## src/hw/edmam_regs.svh

```systemverilog
// sizes, field positions, reset values and timing counts of the address mapper
//
// How it works
// - mode 00 keeps every move on chip
// - internal mode folds addresses into populated RAM
// - internal 8-bit: page high, indirect register low
// - internal 16-bit uses the data pointer, folded into RAM
// - split modes: below RAM size on chip
// - no bank select 8-bit: upper lines float
// - no bank select 16-bit drives all lines
// - bank select 8-bit: page high, register low
// - mode 11 sends every move off chip
// - external-only 8-bit ignores page, upper float
// - external-only 16-bit drives data pointer throughout
// - config 110 selects non-multiplexed bank-select bus
`ifndef EDMAM_REGS_SVH
`define EDMAM_REGS_SVH

`define EDMAM_CFG_MODE_LSB   2
`define EDMAM_CFG_MODE_MSB   3
`define EDMAM_CFG_NONMUX_BIT 4
`define EDMAM_WRAP_BYTES     8192
`define EDMAM_RAM_BYTES      8192
`define EDMAM_STROBE_CYCLES  3
`define EDMAM_RDATA_RESET    8'h00
`define EDMAM_STROBE_IDLE    1'b1

`endif

```

## src/hw/edmam_pkg.sv

```systemverilog
// types of the external data memory address mapper
package edmam_pkg;

    typedef enum logic [1:0] {
        EDMAM_MODE_INTERNAL = 2'b00,
        EDMAM_MODE_SPLIT_NB = 2'b01,
        EDMAM_MODE_SPLIT_BS = 2'b10,
        EDMAM_MODE_EXTERNAL = 2'b11
    } edmam_mode_t;

    typedef enum logic [1:0] {
        EDMAM_ST_IDLE    = 2'b00,
        EDMAM_ST_ONCHIP  = 2'b01,
        EDMAM_ST_OFFCHIP = 2'b10
    } edmam_state_t;

    typedef struct packed {
        edmam_state_t state;
        logic [7:0]   cnt;
        logic         busy;
        logic         done;
        logic         onchip_req;
        logic         onchip_we;
        logic [15:0]  onchip_addr;
        logic [7:0]   wdata;
        logic [15:0]  ext_addr;
        logic         hi_oe;
        logic         lo_oe;
        logic         data_oe;
        logic         rd_n;
        logic         wr_n;
        logic         nonmux;
        logic [7:0]   rdata;
    } edmam_regs_t;

endpackage : edmam_pkg

```

## src/hw/edmam_route_if.sv

```systemverilog
// route decision passed from the decoder to the access sequencer
`timescale 1ns/1ps
interface edmam_route_if;
    logic [15:0] eff_addr;
    logic [15:0] onchip_addr;
    logic        to_offchip;
    logic        hi_drive;

    modport route (output eff_addr, output onchip_addr, output to_offchip, output hi_drive);
    modport ctrl  (input eff_addr, input onchip_addr, input to_offchip, input hi_drive);
endinterface : edmam_route_if

```

## src/hw/edmam_route.sv

```systemverilog
// effective address and on-chip / off-chip decode
`timescale 1ns/1ps
`include "edmam_regs.svh"
module edmam_route #(
    parameter int RAM_BYTES = `EDMAM_RAM_BYTES
) (
    input  wire logic [7:0]  memory_interface_config_i,
    input  wire logic        move_wide_i,
    input  wire logic        move_sel_one_i,
    input  wire logic [7:0]  external_data_ram_page_select_i,
    input  wire logic [7:0]  indirect_register_zero_i,
    input  wire logic [7:0]  indirect_register_one_i,
    input  wire logic [15:0] data_pointer_i,
    edmam_route_if.route     rt
);
    localparam logic [15:0] RAM_MASK = 16'(RAM_BYTES - 1);
    localparam logic [16:0] RAM_SIZE = 17'(RAM_BYTES);

    edmam_pkg::edmam_mode_t mode;
    logic [7:0]             rn;
    logic [15:0]            eff;

    function automatic logic ram_hit(input logic [15:0] a);
        ram_hit = {1'b0, a} < RAM_SIZE;
    endfunction : ram_hit

    assign mode = edmam_pkg::edmam_mode_t'(memory_interface_config_i[`EDMAM_CFG_MODE_MSB:`EDMAM_CFG_MODE_LSB]);
    assign rn   = move_sel_one_i ? indirect_register_one_i : indirect_register_zero_i;

    always_comb begin
        if (move_wide_i) begin
            eff = data_pointer_i;
        end else if (mode == edmam_pkg::EDMAM_MODE_EXTERNAL) begin
            eff = {8'h00, rn};
        end else begin
            eff = {external_data_ram_page_select_i, rn};
        end
    end

    always_comb begin
        case (mode)
            edmam_pkg::EDMAM_MODE_INTERNAL: rt.to_offchip = 1'b0;
            edmam_pkg::EDMAM_MODE_SPLIT_NB: rt.to_offchip = !ram_hit(eff);
            edmam_pkg::EDMAM_MODE_SPLIT_BS: rt.to_offchip = !ram_hit(eff);
            edmam_pkg::EDMAM_MODE_EXTERNAL: rt.to_offchip = 1'b1;
            default:                        rt.to_offchip = 1'b0;
        endcase
    end

    assign rt.eff_addr    = eff;
    assign rt.onchip_addr = eff & RAM_MASK;
    assign rt.hi_drive    = move_wide_i || (mode == edmam_pkg::EDMAM_MODE_SPLIT_BS);
endmodule : edmam_route

```

## src/hw/edmam_top.sv

```systemverilog
// external data move address mapper: routes each move on chip or onto the bus
`timescale 1ns/1ps
`include "edmam_regs.svh"
module edmam_top #(
    parameter int RAM_BYTES     = `EDMAM_RAM_BYTES,
    parameter int STROBE_CYCLES = `EDMAM_STROBE_CYCLES
) (
    input  wire logic        clk_sys_i,
    input  wire logic        reset_i,
    input  wire logic        move_req_i,
    input  wire logic        move_wide_i,
    input  wire logic        move_write_i,
    input  wire logic        move_sel_one_i,
    input  wire logic [7:0]  move_wdata_i,
    input  wire logic [7:0]  memory_interface_config_i,
    input  wire logic [7:0]  external_data_ram_page_select_i,
    input  wire logic [7:0]  indirect_register_zero_i,
    input  wire logic [7:0]  indirect_register_one_i,
    input  wire logic [15:0] data_pointer_i,
    input  wire logic [7:0]  onchip_rdata_i,
    input  wire logic [7:0]  ext_data_i,
    output logic             busy_o,
    output logic             done_o,
    output logic [7:0]       rdata_o,
    output logic             onchip_req_o,
    output logic             onchip_we_o,
    output logic [15:0]      onchip_addr_o,
    output logic [7:0]       onchip_wdata_o,
    output logic [15:0]      ext_addr_o,
    output logic             ext_addr_hi_oe_o,
    output logic             ext_addr_lo_oe_o,
    output logic [7:0]       ext_data_o,
    output logic             ext_data_oe_o,
    output logic             ext_rd_n_o,
    output logic             ext_wr_n_o,
    output logic             ext_nonmux_o
);
    localparam logic [7:0] STROBE_LAST = 8'(STROBE_CYCLES - 1);

    generate
        if (RAM_BYTES < 256 || RAM_BYTES > `EDMAM_WRAP_BYTES || (RAM_BYTES & (RAM_BYTES - 1)) != 0) begin : g_bad_ram
            $error("RAM_BYTES must be a power of two from 256 to the wrap period");
        end
        if (STROBE_CYCLES < 1 || STROBE_CYCLES > 255) begin : g_bad_strobe
            $error("STROBE_CYCLES must lie in 1..255");
        end
    endgenerate

    edmam_route_if rt ();

    edmam_route #(
        .RAM_BYTES (RAM_BYTES)
    ) u_route (
        .memory_interface_config_i (memory_interface_config_i),
        .move_wide_i               (move_wide_i),
        .move_sel_one_i            (move_sel_one_i),
        .external_data_ram_page_select_i        (external_data_ram_page_select_i),
        .indirect_register_zero_i  (indirect_register_zero_i),
        .indirect_register_one_i   (indirect_register_one_i),
        .data_pointer_i            (data_pointer_i),
        .rt                        (rt)
    );

    edmam_pkg::edmam_regs_t st_reg;
    edmam_pkg::edmam_regs_t st_next;

    always_comb begin
        st_next      = st_reg;
        st_next.done = 1'b0;
        case (st_reg.state)
            edmam_pkg::EDMAM_ST_IDLE: begin
                if (move_req_i) begin
                    st_next.busy  = 1'b1;
                    st_next.wdata = move_wdata_i;
                    if (!rt.to_offchip) begin
                        // on-chip move: bus pins stay idle
                        st_next.state       = edmam_pkg::EDMAM_ST_ONCHIP;
                        st_next.onchip_req  = 1'b1;
                        st_next.onchip_we   = move_write_i;
                        st_next.onchip_addr = rt.onchip_addr;
                    end else begin
                        st_next.state    = edmam_pkg::EDMAM_ST_OFFCHIP;
                        st_next.cnt      = STROBE_LAST;
                        st_next.ext_addr = rt.eff_addr;
                        st_next.hi_oe    = rt.hi_drive;
                        st_next.lo_oe    = 1'b1;
                        st_next.data_oe  = move_write_i;
                        st_next.rd_n     = move_write_i;
                        st_next.wr_n     = !move_write_i;
                        st_next.nonmux   = memory_interface_config_i[`EDMAM_CFG_NONMUX_BIT];
                    end
                end
            end
            edmam_pkg::EDMAM_ST_ONCHIP: begin
                st_next.onchip_req = 1'b0;
                st_next.onchip_we  = 1'b0;
                st_next.rdata      = onchip_rdata_i;
                st_next.done       = 1'b1;
                st_next.busy       = 1'b0;
                st_next.state      = edmam_pkg::EDMAM_ST_IDLE;
            end
            edmam_pkg::EDMAM_ST_OFFCHIP: begin
                if (st_reg.cnt == 8'h00) begin
                    if (!st_reg.rd_n) begin
                        st_next.rdata = ext_data_i;
                    end
                    st_next.hi_oe   = 1'b0;
                    st_next.lo_oe   = 1'b0;
                    st_next.data_oe = 1'b0;
                    st_next.rd_n    = `EDMAM_STROBE_IDLE;
                    st_next.wr_n    = `EDMAM_STROBE_IDLE;
                    st_next.done    = 1'b1;
                    st_next.busy    = 1'b0;
                    st_next.state   = edmam_pkg::EDMAM_ST_IDLE;
                end else begin
                    st_next.cnt = st_reg.cnt - 8'h01;
                end
            end
            default: begin
                st_next.state = edmam_pkg::EDMAM_ST_IDLE;
                st_next.busy  = 1'b0;
            end
        endcase
    end

    always_ff @(posedge clk_sys_i or posedge reset_i) begin
        if (reset_i) begin
            st_reg       <= '0;
            st_reg.rd_n  <= `EDMAM_STROBE_IDLE;
            st_reg.wr_n  <= `EDMAM_STROBE_IDLE;
            st_reg.rdata <= `EDMAM_RDATA_RESET;
        end else begin
            st_reg <= st_next;
        end
    end

    assign busy_o           = st_reg.busy;
    assign done_o           = st_reg.done;
    assign rdata_o          = st_reg.rdata;
    assign onchip_req_o     = st_reg.onchip_req;
    assign onchip_we_o      = st_reg.onchip_we;
    assign onchip_addr_o    = st_reg.onchip_addr;
    assign onchip_wdata_o   = st_reg.wdata;
    assign ext_addr_o       = st_reg.ext_addr;
    assign ext_addr_hi_oe_o = st_reg.hi_oe;
    assign ext_addr_lo_oe_o = st_reg.lo_oe;
    assign ext_data_o       = st_reg.wdata;
    assign ext_data_oe_o    = st_reg.data_oe;
    assign ext_rd_n_o       = st_reg.rd_n;
    assign ext_wr_n_o       = st_reg.wr_n;
    assign ext_nonmux_o     = st_reg.nonmux;

    // helper terms for the checks below
    logic [1:0]  chk_mode;
    logic [7:0]  chk_rn;
    logic        chk_start;
    logic [15:0] chk_page_addr;
    logic [16:0] chk_ram_size;
    logic        chk_dp_low;
    logic        chk_pg_low;

    assign chk_mode      = memory_interface_config_i[`EDMAM_CFG_MODE_MSB:`EDMAM_CFG_MODE_LSB];
    assign chk_rn        = move_sel_one_i ? indirect_register_one_i : indirect_register_zero_i;
    assign chk_start     = move_req_i && !busy_o;
    assign chk_page_addr = {external_data_ram_page_select_i, chk_rn};
    assign chk_ram_size  = 17'(RAM_BYTES);
    assign chk_dp_low    = {1'b0, data_pointer_i} < chk_ram_size;
    assign chk_pg_low    = {1'b0, chk_page_addr} < chk_ram_size;
endmodule : edmam_top

```

## config.mk

```make
export PLATFORM = sky130hd
export DESIGN_NAME = edmam_top
export DESIGN_NICKNAME = d
export VERILOG_FILES = /design/src/hw/edmam_pkg.sv /design/src/hw/edmam_route_if.sv /design/src/hw/edmam_route.sv /design/src/hw/edmam_top.sv
export VERILOG_INCLUDE_DIRS = /design/src /design/src/hw
export SDC_FILE = /design/constraint.sdc
export NUM_CORES = 1
export LEC_CHECK = 0
export ABC_CLOCK_PERIOD_IN_PS = 6250
export BUFFER_PORTS_ARGS = -buffer_cell sky130_fd_sc_hd__buf_2
export CORE_MARGIN = 1
export CORE_UTILIZATION = 38
export CTS_BUF_LIST = sky130_fd_sc_hd__clkbuf_4
export DETAILED_ROUTE_END_ITERATION = 8
export GPL_ROUTABILITY_DRIVEN = 0
export PLACE_DENSITY = 0.65
export SYNTH_ARGS = -nofsm -noshare
export SYNTH_HDL_FRONTEND = slang
export SYNTH_SLANG_ARGS = --single-unit
```

## constraint.sdc

```tcl
create_clock -name clk_sys_i -period 6.25 [get_ports clk_sys_i]
set_clock_uncertainty 0.05 [all_clocks]
set_input_delay 0 -clock clk_sys_i [delete_from_list [all_inputs] [get_ports clk_sys_i]]
set_output_delay 0 -clock clk_sys_i [all_outputs]
set_load 0.02 [all_outputs]
```

After elaboration in Yosys (flattened, before gate mapping)
Index checks and enable logic that the tools add are counted.

Output and inout bits: 66. Word-level logic and storage cells: 71. Bits in writable memories: 0. Bits in read-only memories: 0. Memories: 0. Bits in latches: 0. Register bits: 65.

Magnitude comparators: 1. Shifts and indexed selects: 0. Add/sub/neg operators: 1. Bitwise logic cells: 1. Div/mod/pow operators: 0. Eq/ne operators: 11. Muxes and demuxes: 23. $mul: 0. Reduce and logical (&&, ||, !) cells: 18.

Operators by type and width (number): 48-bit two-way mux (1); 8-bit two-way mux (5); 16-bit two-way mux (2); 8-bit one-hot mux with 2 select lines (2); 22-bit two-way mux (1); 18-bit two-way mux (1); 16-bit by 14-bit < comparator with 1-bit output, second input constant (1); 2-bit != test, second input constant (6); 3-bit AND reduction (4); 11-bit two-way mux (1); 5-bit one-hot mux with 2 select lines (1); 8-bit logical NOT (1); 2-bit one-hot mux with 2 select lines (2); 4-bit AND reduction (2); 8-bit by 1-bit subtractor with 8-bit output, second input constant (1); 2-bit == test, second input constant (3); 2-bit two-way mux (3); 2-bit nonzero test (3); 5-bit two-way mux (1); 2-bit by 1-bit == test with 1-bit output, second input constant (2); 2-bit logical NOT (2); 1-bit one-hot mux with 2 select lines (2); 2-bit AND reduction (2); 1-bit one-hot mux with 3 select lines (1); other kinds (4) (5).

Logic depth before layout (Yosys ltp)
Word-level depth: 9. Depth in mapped cells: 8. Mapped depth without buffers: 7.

Cells and area by module
From an unflattened synthesis, not the netlist that was laid out.

Cells, all modules: 337. Area total of the unflattened synthesis: 3799.9 um2.

By module, submodules not included: edmam_top (cells each 268, instances 1, sequential area each 1704.1 um2, area each 3310.7 um2); edmam_route (cells each 69, instances 1, sequential area each 0.0 um2, area each 489.2 um2).

Worst setup path before layout
Ideal clock, no wire load.

Path kind: flip-flop to flip-flop. Start point: register st_reg[66] (netlist bit). End point: register st_reg (netlist bit rdata_o[0]). Path slack: 3.977 ns. Required time: 6.075 ns. Data arrival time: 2.099 ns. Path buffers: 0. Cell stages (with the launch flop): 7. Path through: dfrtp_1 > inv_1 > ha_1 > or4b_4 > or3_4 > o22ai_4 > mux2_2.

Longest elaborated chain between the ends: 3.

RTL lines: start, declared (RTL line edmam_top.sv:64) `edmam_pkg::edmam_regs_t st_reg;`; start signal, assigned (RTL line edmam_top.sv:133) `st_reg <= st_next;`; 2-bit == test / 2-bit by 1-bit == test with 1-bit output (equally long branches) (RTL line edmam_top.sv:70) `case (st_reg.state)`; 2-bit != test (no line) / 2-bit nonzero test (equally long branches); 3-bit AND reduction (no line).

Several ways; a longest one is shown, not always the timed one. A chain may end at the register's enable or synchronous reset.

Final worst setup path
Start point: register st_reg[66] (netlist bit). End point: register st_reg (netlist bit rdata_o[6]).

Same word-level chain as after synthesis.

==> flow_summary.toml <==
[power]
leakagePower_nw = 2.231
p_per_area_mw_per_mm2 = 436.1
max-vdd-ir-drop_v = 0.0002348

[logic_synthesis]
syn_area_per_cell_sq_um = 11.20
ys_ff_latch = 65
yosysTopAreaCellShare = 0.4440
synth_common_cells = "dfrtp_1, buf_4, mux2_2"
synth_edf_count = 0
synthTopCellsByArea = "dfrtp_1, mux2_2, buf_4"
postSynthCellCount = 317
synthFlopType = "dfrtp_1"
ys_types = 43
synthesis.area_sq_mm = 0.003551
yosys.cell_count.top_type = "dfrtp_1"
ys.warnings.count = 0
synthArstFlopShare = 1.000
yosysSeqAreaShare = 0.4588
synth_top_area_cell = "dfrtp_1"

[final_layout]
fill_cells = 786
nets = 539
n_antenna_cell = 0
largest_reg_flops = 16
drive_gt1_frac = 0.4694
fin_area_sq_mm = 0.004547
areaGrowthSynthToFinish_pct = 28.05

[clocking]
post_cts_buffers = 0
ctsHoldBuffers = 52
clk_pin_slew_ns = 0.10
cts_buffers = 9
root_buffer = "clkbuf_4"
h-tree-depth = 3
insertion_delay_ns = 0.40
cts_tree = "built"
clkSinkCount = 65
clock_path_buffers = 2
post_cts_resized = 0

[status]
status = "finished clean"

[sta]
fin_crit_ns = 3.018
tns_ns = 0
setup_viol = 0
fin_crit_sh = 0.4829
slew_violations = 0
rsz0062_at_grt = "false"
holdWs_ns = 0.03590
setup_ws_ns = 3.232
final_hold_viol_count = 0
maxSlewHeadroom = 0.3680
max_freq_mhz = 331.3
tightest_slew_ns = 0.9399

[setup_path]
path_max_fanout = 22
crit_type = "reg -> reg"
crit_arrival_ns = 3.26
startpoint_type = "flop"
cp-end-kind = "flop"
required_ns = 6.49

[global_routing]
track_usage = 0.1789
antenna_found_initial = 0
grt_overflow = 0
grt_max_degree = 66
first_global_vias = 2873
grt_pass1_wl_um = 13610

[die]
die_h_um = 98.67
die-width_um = 98.67
dieArea_sq_mm = 0.009735
rows = 34
start_util = 0.3994
core_sq_mm = 0.008891
ios = 144

[worst_hold_path]
hold_class = "in -> reg"

[placement]
placed_cell_area_sq_mm = 0.003928
dp_slack_ns = 3.202
numPortBuffers = 135
dp_hpwl_um = 5460

[drt]
via_count = 2719
wl_per_cell_um = 14.20
vias_per_cell = 4.804
drc = 0
wirelength_um = 8039
drt-initial-drc-count = 86
detail_route.first_pass.iterations = 4
ant_nets = 0

[run]
cap_violations = 0
path summary, 6_finish.rpt:
kind / slack, ns / start / cells after the start / end
setup / recovery: 3.23 / st_reg[66] / 6 / rdata_o[6]
hold / removal: 0.04 / indirect_register_zero_i[2] / 4 / onchip_addr_o[2]
setup reg to reg: 3.23 / st_reg[66] / 6 / rdata_o[6]
hold reg to reg: 0.45 / ext_addr_o[14] / 2 / ext_addr_o[14]
max in group asynchronous: 5.27 / reset_i / 4 / rdata_o[7]
min in group asynchronous: 0.35 / reset_i / 4 / ext_data_o[5]
logic make-up after synthesis:
family | Yosys count | synth area share
buf+inv | 81 | 0.1476
compound gates | 55 | 0.1145
flops | 65 | 0.4588
other cells | 1 | 0.001056
fa+ha+maj | 7 | 0.02466
mux | 62 | 0.1934
simple gates | 46 | 0.05990
per-stage QoR:
step	utilization	instances	power, mW
floorplan	-	319	1.654
global placement	0.4417	499	1.711
detailed placement	0.4417	499	1.736
CTS	0.5114	566	2.008
global route	0.5114	566	2.135
finish	0.5114	566	1.983
critical path: stages (launching register included):
cell     delay (ns)
dfrtp_1        0.41
inv_1          0.08
ha_1           0.70
or4b_4         0.57
or3_4          0.43
o22ai_4        0.30
mux2_2         0.38
power by group:
group | switching (mW) | leakage, nW | internal (mW)
sequential | 0.106 | 0.790 | 0.616
clock | 0.143 | 0.0548 | 0.0795
combinational | 0.589 | 1.39 | 0.450
area by class of cell:
| type | instances | area [sq um] | area share |
|---|---|---|---|
| well taps | 108 | 135.1 | 0.02972 |
| inverters | 15 | 56.30 | 0.01238 |
| clock inverters | 5 | 23.77 | 0.005228 |
| repair buffers | 190 | 1219 | 0.2680 |
| flip-flops and latches | 65 | 1629 | 0.3583 |
| multi-input cells | 173 | 1409 | 0.3099 |
| clock buffers | 10 | 75.07 | 0.01651 |
routing by layer:
layer / share of wire / GRT usage / wire (um)
met1: 0.44 / 0.2131 / 3545
met2: 0.50 / 0.3099 / 3981
met3: 0.051 / 0.05745 / 414
met5: 0 / 0 / 0
met4: 0.012 / 0.05166 / 97
placed cells by master, fill, tap and decap left out, types with 2 or more instances in the layout:
master / synthesis / layout
a21oi_1: 4 / 4
a22o_1: 9 / 9
a22oi_1: 2 / 2
buf_2: 5 / 135
buf_4: 57 / 3
clkbuf_4: 0 / 10
clkinv_1: 0 / 3
conb_1: 1 / 3
dfrtp_1: 63 / 63
dfstp_2: 2 / 2
dlygate4sd3_1: 0 / 52
ha_1: 7 / 7
inv_1: 15 / 14
mux2_2: 53 / 53
mux2i_1: 9 / 9
nand2_1: 21 / 21
nand2b_1: 2 / 2
nor2_1: 16 / 16
o21ai_0: 17 / 17
o2bb2ai_1: 3 / 3
o31ai_1: 3 / 3
Power figures use the tool's default switching activity.
